==> config.mk <==
export PLATFORM = sky130hd
export DESIGN_NAME = psrp_port
export DESIGN_NICKNAME = d
export VERILOG_FILES = /design/src/psrp_pkg.sv /design/src/psrp_sync.sv /design/src/psrp_port.sv
export SDC_FILE = /design/constraint.sdc
export NUM_CORES = 1
export LEC_CHECK = 0
export BUFFER_PORTS_ARGS = -buffer_cell sky130_fd_sc_hd__buf_2
export CAP_MARGIN = 25
export CORE_UTILIZATION = 58
export DETAILED_ROUTE_END_ITERATION = 16
export GPL_TIMING_DRIVEN = 1
export PLACE_DENSITY = 0.87
export SLEW_MARGIN = 15
export SYNTH_ARGS = -nofsm -noshare
export SYNTH_HDL_FRONTEND = slang
export SYNTH_SLANG_ARGS = --single-unit
==> constraint.sdc <==
create_clock -name clk -period 3.1 [get_ports clk]
set_input_delay 0.155 -clock clk [delete_from_list [all_inputs] [get_ports clk]]
set_output_delay 0.155 -clock clk [all_outputs]
set_load 0.005 [all_outputs]
==> src/psrp_pkg.sv <==
// constants shared by the paged serial register port
package psrp_pkg;
    localparam int         ADDR_W         = 7;        // register address bits in the command byte
    localparam int         PAGE_W         = 4;        // page bits that reach the banked window
    localparam int         BYTE_W         = 8;        // one serial byte
    localparam int         MAX_BYTES      = 4;        // widest multi-byte register
    localparam int         IDX_W          = 2;        // byte index within a multi-byte register
    localparam int         CMD_RD_BIT     = 7;        // command bit: 1 read, 0 write
    localparam logic [6:0] PAGE_SEL_ADDR  = 7'h64;    // page_select register offset
    localparam logic [6:0] DIRECT_LAST    = 7'h64;    // highest address reachable on any page
    localparam logic [7:0] PAGE_SEL_RESET = 8'h00;    // page_select after reset
    localparam logic [3:0] CNT_CMD_DONE   = 4'h8;     // bits received when command byte is whole
    localparam logic [3:0] CNT_LAST_BIT   = 4'hf;     // count before the last data bit arrives

    // transfer phase, one-hot
    typedef enum logic [2:0] {
        PH_IDLE = 3'b001,
        PH_CMD  = 3'b010,
        PH_DATA = 3'b100
    } psrp_phase_type;

    // shift one serial bit into a byte in the chosen order
    function automatic logic [7:0] psrp_shift_in(input logic [7:0] cur, input logic bitIn, input logic lsbFirst);
        psrp_shift_in = lsbFirst ? {bitIn, cur[7:1]} : {cur[6:0], bitIn};
    endfunction : psrp_shift_in
endpackage : psrp_pkg

==> src/psrp_sync.sv <==
// two-flop synchroniser for pin inputs
`timescale 1ns/1ps
module psrp_sync #(
    parameter int W = 1
) (
    input  wire logic         clk,
    input  wire logic         arst_n,
    input  wire logic         ce,
    input  wire logic [W-1:0] pinIn,
    output logic      [W-1:0] syncOut
);
    logic [W-1:0] stage1_reg;

    // first stage feeds only the second one
    always_ff @(posedge clk or negedge arst_n) begin
        if (!arst_n) begin
            stage1_reg <= '0;
            syncOut    <= '0;
        end else if (ce) begin
            stage1_reg <= pinIn;
            syncOut    <= stage1_reg;
        end
    end
endmodule : psrp_sync

==> src/psrp_port.sv <==
// serial slave port with paged addressing, write staging and read snapshot
`timescale 1ns/1ps
module psrp_port
    import psrp_pkg::*;
#(
    parameter int NBYTES = MAX_BYTES
) (
    input  wire logic                        clk,
    input  wire logic                        arst_n,
    input  wire logic                        ce,
    input  wire logic                        sckPin,
    input  wire logic                        csPin_n,
    input  wire logic                        siPin,
    output logic                             soOut,
    output logic                             soOe_n,
    output logic                             lsbMode,
    output logic [7:0]                       pageSelect,
    output logic [PAGE_W+ADDR_W-1:0]         accAddr,
    input  wire logic [IDX_W-1:0]            mapIndex,
    input  wire logic                        mapLast,
    input  wire logic                        mapDynamic,
    input  wire logic [NBYTES*BYTE_W-1:0]    rdWord,
    output logic                             wrStrobe,
    output logic [PAGE_W+ADDR_W-1:0]         wrAddr,
    output logic [NBYTES*BYTE_W-1:0]         wrWord,
    output logic [IDX_W:0]                   wrLen
);
    logic [2:0]                     syncBits;
    logic                           sckS;
    logic                           csS_n;
    logic                           siS;
    logic                           sckPrev_reg;
    logic                           csPrev_reg;
    logic                           sckRise;
    logic                           sckFall;
    logic                           csStart;
    logic                           active;
    psrp_phase_type                 phase_reg;
    logic [3:0]                     bitCnt_reg;
    logic [7:0]                     shiftIn_reg;
    logic [7:0]                     cmd_reg;
    logic [7:0]                     inByte;
    logic [7:0]                     shiftOut_reg;
    logic                           readPhase_reg;
    logic [7:0]                     page_reg;
    logic [NBYTES*BYTE_W-1:0]       stage_reg;
    logic [NBYTES*BYTE_W-1:0]       snap_reg;
    logic [7:0]                     rdByte;
    logic [PAGE_W+ADDR_W-1:0]       accAddr_reg;
    logic                           wrStrobe_reg;
    logic [PAGE_W+ADDR_W-1:0]       wrAddr_reg;
    logic [NBYTES*BYTE_W-1:0]       wrWord_reg;
    logic [IDX_W:0]                 wrLen_reg;
    logic                           lsb_reg;

    // pins cross into clk through two flops each; select travels active high so the
    // synchroniser's zero reset reads as deselected and no false select edge follows reset
    psrp_sync #(.W(3)) u_sync (
        .clk     (clk),
        .arst_n  (arst_n),
        .ce      (ce),
        .pinIn   ({sckPin, !csPin_n, siPin}),
        .syncOut (syncBits)
    );
    assign sckS  = syncBits[2];
    assign csS_n = !syncBits[1];
    assign siS   = syncBits[0];

    // edge detection on the synchronised pins
    always_ff @(posedge clk or negedge arst_n) begin
        if (!arst_n) begin
            sckPrev_reg <= 1'b0;
            csPrev_reg  <= 1'b1;
        end else if (ce) begin
            sckPrev_reg <= sckS;
            csPrev_reg  <= csS_n;
        end
    end
    assign active  = !csS_n;
    assign csStart = csPrev_reg && !csS_n;
    assign sckRise = active && !csStart && sckS && !sckPrev_reg;
    assign sckFall = active && !csStart && !sckS && sckPrev_reg;
    assign inByte  = psrp_shift_in(shiftIn_reg, siS, lsb_reg);

    // bit order latched from clock level at select activation
    always_ff @(posedge clk or negedge arst_n) begin
        if (!arst_n) begin
            lsb_reg <= 1'b0;
        end else if (ce && csStart) begin
            lsb_reg <= sckS;
        end
    end

    // phase and bit counter; deselect aborts a partial access
    always_ff @(posedge clk or negedge arst_n) begin
        if (!arst_n) begin
            phase_reg  <= PH_IDLE;
            bitCnt_reg <= 4'h0;
        end else if (ce) begin
            if (!active || csStart) begin
                phase_reg  <= active ? PH_CMD : PH_IDLE;
                bitCnt_reg <= 4'h0;
            end else if (sckRise) begin
                bitCnt_reg <= bitCnt_reg + 4'h1;                 // wraps: next access follows at once
                case (phase_reg)
                    PH_CMD:  phase_reg <= (bitCnt_reg == CNT_CMD_DONE - 4'h1) ? PH_DATA : PH_CMD;
                    PH_DATA: phase_reg <= (bitCnt_reg == CNT_LAST_BIT) ? PH_CMD : PH_DATA;
                    default: phase_reg <= PH_CMD;
                endcase
            end
        end
    end

    // input shifter and command capture, sampled on rising clock
    always_ff @(posedge clk or negedge arst_n) begin
        if (!arst_n) begin
            shiftIn_reg <= 8'h00;
            cmd_reg     <= 8'h00;
            accAddr_reg <= '0;
        end else if (ce && sckRise) begin
            shiftIn_reg <= inByte;
            if (phase_reg == PH_CMD && bitCnt_reg == CNT_CMD_DONE - 4'h1) begin
                cmd_reg <= inByte;
                // low addresses ignore the page, banked ones carry it
                if (inByte[ADDR_W-1:0] <= DIRECT_LAST) begin
                    accAddr_reg <= {{PAGE_W{1'b0}}, inByte[ADDR_W-1:0]};
                end else begin
                    accAddr_reg <= {page_reg[PAGE_W-1:0], inByte[ADDR_W-1:0]};
                end
            end
        end
    end

    // page_select lives here; it persists until rewritten
    always_ff @(posedge clk or negedge arst_n) begin
        if (!arst_n) begin
            page_reg <= PAGE_SEL_RESET;
        end else if (ce && sckRise && phase_reg == PH_DATA && bitCnt_reg == CNT_LAST_BIT
                     && !cmd_reg[CMD_RD_BIT] && cmd_reg[ADDR_W-1:0] == PAGE_SEL_ADDR) begin
            page_reg <= inByte;
        end
    end

    // write staging: lower bytes wait, last byte commits the whole word
    always_ff @(posedge clk or negedge arst_n) begin
        if (!arst_n) begin
            stage_reg    <= '0;
            wrStrobe_reg <= 1'b0;
            wrAddr_reg   <= '0;
            wrWord_reg   <= '0;
            wrLen_reg    <= '0;
        end else if (ce) begin
            wrStrobe_reg <= 1'b0;
            // a read's data byte never reaches this path
            if (sckRise && phase_reg == PH_DATA && bitCnt_reg == CNT_LAST_BIT
                && !cmd_reg[CMD_RD_BIT] && cmd_reg[ADDR_W-1:0] != PAGE_SEL_ADDR) begin
                if (mapLast) begin
                    wrWord_reg <= stage_reg;
                    wrWord_reg[mapIndex*BYTE_W +: BYTE_W] <= inByte;
                    wrAddr_reg   <= accAddr_reg - {{(PAGE_W+ADDR_W-IDX_W){1'b0}}, mapIndex};
                    wrLen_reg    <= {1'b0, mapIndex} + {{IDX_W{1'b0}}, 1'b1};
                    wrStrobe_reg <= 1'b1;
                end else begin
                    stage_reg[mapIndex*BYTE_W +: BYTE_W] <= inByte;
                end
            end
        end
    end

    // byte to present: page_select, snapshot, or live register
    always_comb begin
        rdByte = rdWord[mapIndex*BYTE_W +: BYTE_W];
        if (cmd_reg[ADDR_W-1:0] == PAGE_SEL_ADDR) begin
            rdByte = page_reg;
        end else if (mapDynamic) begin
            // the lowest byte comes live, its neighbours from the frozen copy
            rdByte = (mapIndex == '0) ? rdWord[BYTE_W-1:0] : snap_reg[mapIndex*BYTE_W +: BYTE_W];
        end
    end

    // output shifter: loads on the falling edge after the command byte
    always_ff @(posedge clk or negedge arst_n) begin
        if (!arst_n) begin
            shiftOut_reg  <= 8'h00;
            readPhase_reg <= 1'b0;
            snap_reg      <= '0;
        end else if (ce) begin
            if (!active) begin
                readPhase_reg <= 1'b0;
            end else if (sckFall) begin
                if (phase_reg == PH_DATA && bitCnt_reg == CNT_CMD_DONE && cmd_reg[CMD_RD_BIT]) begin
                    shiftOut_reg  <= rdByte;
                    readPhase_reg <= 1'b1;                       // drive only on reads
                    if (mapDynamic && mapIndex == '0) begin
                        snap_reg <= rdWord;
                    end
                end else if (readPhase_reg && phase_reg == PH_DATA) begin
                    shiftOut_reg <= lsb_reg ? {1'b0, shiftOut_reg[7:1]} : {shiftOut_reg[6:0], 1'b0};
                end else begin
                    readPhase_reg <= 1'b0;
                end
            end
        end
    end

    // the bit on the line is the head of the shifter in the chosen order
    assign soOut      = lsb_reg ? shiftOut_reg[0] : shiftOut_reg[7];
    assign soOe_n     = !(readPhase_reg && active);
    assign lsbMode    = lsb_reg;
    assign pageSelect = page_reg;
    assign accAddr    = accAddr_reg;
    assign wrStrobe   = wrStrobe_reg;
    assign wrAddr     = wrAddr_reg;
    assign wrWord     = wrWord_reg;
    assign wrLen      = wrLen_reg;
endmodule : psrp_port

==> impl_metrics.py, run 1 <==
metrics = {
    "outcome": {
        "status": "completed",
    },
    "synthesis": {
        "synth-seq-cells": 164,
        "syn_inst": 687,
        "synth.yosys.seq_area_share": 0.5011,
        "synth.distinct_cells": 63,
        "synth_flop_cell": "dfrtp_1",
        "syn_avg_cell_area_um2": 11.93,
        "synth_edf_count": 0,
        "yosys_warnings": 0,
        "syn_area_um2": 8194,
        "syn_nets": 740,
        "ys_async_sr_fraction": 1.000,
    },
    "die": {
        "num_rows": 43,
        "die_h_um": 120.9,
        "die_w_um": 120.9,
        "core_um2": 13830,
        "die-area_um2": 14610,
        "boundaryPins": 111,
        "floorplan.initialDensity": 0.5926,
    },
    "detailed_routing": {
        "drt_iter0_drc": 497,
        "first_pass_iters": 5,
        "viasPerCell": 6.177,
        "ant_nets": 0,
        "drc": 0,
        "wire_per_inst_um": 20.12,
        "num_vias": 6183,
        "routed_wl_mm": 20.14,
    },
    "cells_and_area": {
        "layout-drive-gt1-share": 0.2960,
        "diodes": 0,
        "layout_commonest_cell": "dfrtp_1",
        "nNetsFinal": 861,
        "area_delta_synth_final_pct": 18.08,
        "layout_common_cells": "dfrtp_1, buf_2, mux2_2",
    },
    "placement": {
        "gp_congestion": 0.9088,
        "dp_slack_ps": 542.0,
        "dpl.hpwl_mm": 13.64,
        "numPortBuffers": 110,
    },
    "cts": {
        "numCtsBuffers": 17,
        "post_cts_buffers": 0,
        "htreeDepth": 4,
        "clk_path_buf_depth": 2,
        "cts_resized": 0,
        "cts_root_buf": "clkbuf_16",
        "clk_latency_ps": 430,
        "cts_tree": "yes",
        "cts_sinks": 164,
        "hold_buffers": 31,
        "clkTransAtPathRegs_ps": 60,
    },
    "power_and_ir_drop": {
        "p_leak_nw": 4.767,
        "vdd_drop_max_mv": 0.3248,
        "power_density_nw_per_um2": 507.2,
        "power.total_w": 0.004907,
    },
    "setup_path": {
        "crit_type": "reg2reg",
        "path_max_fanout": 47,
        "critPathArrivalTime_ps": 2920,
        "critPathRequiredTime_ps": 3410,
        "cpPeakStageDelay_ps": 800,
        "crit_chain": "or4_1 > or2_0 > nand3_2 > buf_12 > mux2_2",
        "critPathCaptureType": "flip-flop",
        "cp_slowest_cell": "or4_1",
        "cp-start-kind": "flip-flop",
    },
    "timing": {
        "fin_skew_ps": 6.991,
        "setup_viol": 0,
        "period_share": 0.8403,
        "max_freq_ghz": 0.3839,
        "worstMarginPinSlew_ps": 940.2,
        "rsz0062_at_grt": "false",
        "finalSetupTns_ps": 0,
        "hold_viol": 0,
        "final.min_clock_period_ps": 2605,
        "hold-worst-slack_ps": 10.90,
        "fin_ws_ps": 495.2,
        "max_slew_margin": 0.3552,
        "slew_viol_final": 0,
    },
    "global_route": {
        "track_usage": 0.2908,
        "grt_max_degree": 117,
        "grt_most_used_layer": "met2",
        "grt_antenna_before_repair": 0,
        "grt_pass1_vias": 6157,
        "met2_usage": 0.4571,
        "met1_usage": 0.3925,
        "use_met3": 0.06062,
        "grt-ovfl-total": 0,
        "grt_pass1_wl_mm": 32.18,
    },
    "worst_hold_path": {
        "hp-class": "in2reg",
    },
    "run": {
        "maxCapViolCount": 0,
    },
}
## Yosys cell counts, types with 10 or more instances
| cell type | number | share of area |
|---|---|---|
| nor2_1 | 13 | 0.0060 |
| mux2_2 | 68 | 0.093 |
| mux2i_1 | 32 | 0.039 |
| nand3_1 | 20 | 0.012 |
| inv_1 | 46 | 0.021 |
| mux2_1 | 31 | 0.043 |
| dfrtp_1 | 162 | 0.49 |
| a22o_1 | 36 | 0.038 |
| ha_1 | 10 | 0.015 |
| a21oi_1 | 13 | 0.0079 |
| o22ai_1 | 40 | 0.031 |
| clkbuf_1 | 14 | 0.0064 |
| nand2_1 | 19 | 0.0087 |
| o21ai_0 | 31 | 0.019 |
| buf_4 | 10 | 0.0092 |
## routing by layer
layer,vias up,share of wire
met3,40,0.077
met2,286,0.48
li1,2777,-
met4,0,0.026
met5,-,0
met1,3080,0.42
## per-stage QoR
stage / instance area, um2 / instances / util
finish: 9676 / 1001 / 0.6998
global route: 9676 / 1001 / 0.6998
CTS: 9648 / 1000 / 0.6978
detailed placement: 8766 / 937 / 0.6340
global placement: 8766 / 937 / 0.6340
floorplan: 8194 / 687 / -
## cell families after synthesis
logic type	Yosys count	synth area share
AO/OA/AOI/OAI	145	0.1241
XOR/XNOR	11	0.01176
adder cells (fa/ha/maj)	11	0.01771
buffers and inverters	93	0.05619
flip-flops	164	0.5011
multiplexers	139	0.1971
AND/OR/NAND/NOR	124	0.09193
## power breakdown
group	switching, W	total [W]	internal, W
sequential	0.0000873	0.00228	0.00219
combinational	0.000340	0.000570	0.000230
clock	0.000837	0.00206	0.00122
## worst max-delay path, delay by kind of cell (launching register included)
kind / cells / cell delay, ps
and+or+nand+nor: 3 / 1370
DFF: 1 / 450
muxes: 1 / 380
buffers and inverters: 1 / 260
## area by class of cell
class	count	area [um2]
sequential	164	4106
fill	969	4151
timing repair buffer	149	972.2
tap	180	225.2
inverter	46	172.7
multi-input combinational	430	3627
clock buffer	23	467.9
clock inverter	9	103.9
## final timing paths
path                            depth (start not counted)            end  slack [ps]       start
worst max-delay path                                    5       wrLen[1]         500  cmd_reg[4]
worst min-delay path                                    2    snap_reg[7]          10   rdWord[7]
worst max register to register                          5       wrLen[1]         500  cmd_reg[4]
worst min register to register                          1     wrWord[28]         480  wrWord[28]
max in group asynchronous                               4      wrWord[5]        1870      arst_n
min in group asynchronous                               2  bitCnt_reg[2]         250      arst_n
Power figures use the tool's default switching activity.
==> run 2: changes to the inputs <==
- ABC_AREA: unset -> 1
- clock period: 3.1 -> 2.6 ns (I/O delays scaled with it)
==> run 2 against run 1 <==
Compared with the run above:
- register-to-register slack got worse by 30 ps
- die area up 2.1%
- flip-flop and latch count unchanged
- via count up 27%
- routed wire length rose by 8.1%
- maximum frequency increased by 22%
- total power up 16%
- hold slack improved by 66 ps
- critical path type unchanged
- largest power group unchanged
==> impl_metrics.py, run 2 <==
metrics = {
    "timing": {
        "max_slew_margin": 0.4597,
        "slew_viol_final": 0,
        "fin_skew_ps": 8.428,
        "worstMarginPinSlew_ps": 802.0,
        "rsz0062_at_grt": "false",
        "period_share": 0.8196,
        "hold_viol": 0,
        "finalSetupTns_ps": 0,
        "max_freq_ghz": 0.4693,
        "final.min_clock_period_ps": 2131,
        "setup_viol": 0,
    },
    "cts": {
        "clk_path_buf_depth": 2,
        "cts_tree": "yes",
        "post_cts_buffers": 0,
        "cts_root_buf": "clkbuf_16",
        "clkTransAtPathRegs_ps": 60,
        "htreeDepth": 4,
        "clk_latency_ps": 430,
        "numCtsBuffers": 17,
        "cts_sinks": 164,
    },
    "setup_path": {
        "crit_type": "reg2reg",
        "cp_num_buf_inv": 2,
        "critPathArrivalTime_ps": 2450,
        "crit_chain": "ha_1 > nand2_1 > nor2_1 > nand2_2 > nor2_4 > nand3_2 > buf_12 > o21ai_1 > inv_1",
        "cpPeakStageDelay_ps": 400,
        "critPathRequiredTime_ps": 2920,
        "path_max_fanout": 57,
        "startpoint": "bitCnt_reg[0]",
        "reg2reg_from": "bitCnt_reg[0]",
        "crit_family": "simple AND/OR/NAND/NOR gates",
        "cp_slowest_cell": "dfrtp_1",
        "critPathCaptureType": "flip-flop",
        "cp-start-kind": "flip-flop",
    },
    "synthesis": {
        "synth_top_area_cell": "dfrtp_1",
        "synth_flop_cell": "dfrtp_1",
        "ys_top_cells_by_area": "dfrtp_1, nand2_1, inv_1, o21ai_1, nand3_1",
        "synth_top_family_by_area": "simple AND/OR/NAND/NOR gates",
        "syn_inst": 1116,
        "synthMuxAreaShare": 0,
        "synth_xor_area_frac": 0.006278,
        "synth_top_cell_area_share": 0.4843,
        "yosys-top-cells-count": "nand2_1, dfrtp_1, inv_1, o21ai_1, nand3_1",
        "yosysMostFrequentCell": "nand2_1",
        "ys_async_sr_fraction": 1.000,
        "yosys.area_share.simple": 0.2599,
        "synth.yosys.seq_area_share": 0.4906,
        "synth_edf_count": 0,
        "syn_nets": 1169,
        "synthAdderAreaFrac": 0.01734,
        "syn_area_um2": 8371,
        "synth.distinct_cells": 32,
        "synth-compound-area-share": 0.1185,
        "synth-seq-cells": 164,
        "yosys_warnings": 0,
        "syn_avg_cell_area_um2": 7.500,
    },
    "cells_and_area": {
        "fillCellCount": 1019,
        "nNetsFinal": 1301,
        "stdcell_area_um2": 10040,
        "multi_input_area_um2": 3366,
        "layout_commonest_cell": "nand2_1",
        "layout-drive-gt1-share": 0.1429,
        "area_delta_synth_final_pct": 19.93,
        "layout_common_cells": "nand2_1, dfrtp_1, inv_1",
        "register_area_um2": 4106,
        "diodes": 0,
    },
    "global_route": {
        "grt_max_degree": 73,
        "track_usage": 0.3062,
        "grt_antenna_before_repair": 0,
        "grt_pass1_vias": 7388,
        "grt_pass1_wl_mm": 35.12,
        "grt-ovfl-total": 0,
    },
    "detailed_routing": {
        "num_vias": 7843,
        "drt_iter0_drc": 612,
        "first_pass_iters": 5,
        "drc": 0,
        "viasPerCell": 5.447,
        "ant_nets": 0,
        "routed_wl_mm": 21.78,
        "wire_per_inst_um": 15.13,
    },
    "placement": {
        "gp_congestion": 0.8732,
        "numPortBuffers": 110,
        "dpl_cell_area_um2": 9077,
        "dpl.hpwl_mm": 13.82,
    },
    "outcome": {
        "status": "completed",
    },
    "die": {
        "num_rows": 43,
        "floorplan.initialDensity": 0.5984,
        "boundaryPins": 111,
        "die-area_um2": 14920,
        "core_um2": 13990,
        "die_h_um": 122.1,
        "die_w_um": 122.1,
    },
    "power_and_ir_drop": {
        "p_leak_nw": 5.112,
        "power_density_nw_per_um2": 568.7,
        "vdd_drop_max_mv": 0.4492,
    },
    "worst_hold_path": {
        "hp-class": "in2reg",
        "min_from": "ce",
    },
    "run": {
        "maxCapViolCount": 0,
    },
}
[run 2: cells by family after synthesis]
logic type	count (synthesis)
simple gates	525
fa+ha+maj	11
buf+inv	219
compound gates	191
xor+xnor	6
flops	164
[run 2: worst paths after layout]
path | endpoint | slack (ps) | cells past startpoint
min in group asynchronous | accAddr[9] | 290 | 2
hold / removal | u_sync.stage1_reg[2] | 80 | 3
max in group asynchronous | phase_reg[0] | 1480 | 3
setup / recovery | wrAddr[4] | 470 | 9
hold reg to reg | wrAddr[8] | 470 | 2
setup reg to reg | wrAddr[4] | 470 | 9
[run 2: report_power, final]
| part | internal, W | total [W] | switching [W] |
|---|---|---|---|
| clock network | 0.00153 | 0.00256 | 0.00103 |
| registers | 0.00259 | 0.00263 | 0.0000376 |
| logic | 0.000175 | 0.000516 | 0.000341 |
| total | 0.00430 | 0.00571 | 0.00141 |
[run 2: final cells by class]
class / instances / share of cell area
repair buffers: 169 / 0.1123
clock inverters: 12 / 0.01570
multi-input cells: 733 / 0.3353
well taps: 180 / 0.02244
inverters: 163 / 0.06107
clock buffers: 19 / 0.04412
flip-flops and latches: 164 / 0.4091
[run 2: per-stage QoR]
step           hold WS (ps)  setup WS, ps  total power [W]  utilization  instances
2_1_floorplan        -165.6         599.9         0.002915            -       1116
3_3_place_gp          196.6         579.8         0.003119       0.6489       1373
3_5_place_dp          191.3         531.1         0.003132       0.6489       1373
4_1_cts               63.66         505.1         0.005703       0.7176       1440
5_1_grt               99.58         333.7         0.005870       0.7176       1440
6_report              76.86         469.0         0.005708       0.7176       1440
[run 2: tightest hold or removal path, cell delays in order]
cell and delay [ps]:
buf_2 200, nand2_1 90, nand2_1 50
[run 2: timing repair]
item                                   CTS  global route
endpoints found under the hold margin  104             0
gates resized for setup                  0             0
hold buffers                            36             0
[run 2: metal layers]
layer | track usage | wire, um | up-vias
li1 | - | - | 3758
met1 | 0.3865 | 8977 | 3673
met4 | 0.1296 | 655 | 0
met5 | 0 | 0 | -
met2 | 0.5120 | 10560 | 357
met3 | 0.06227 | 1588 | 55
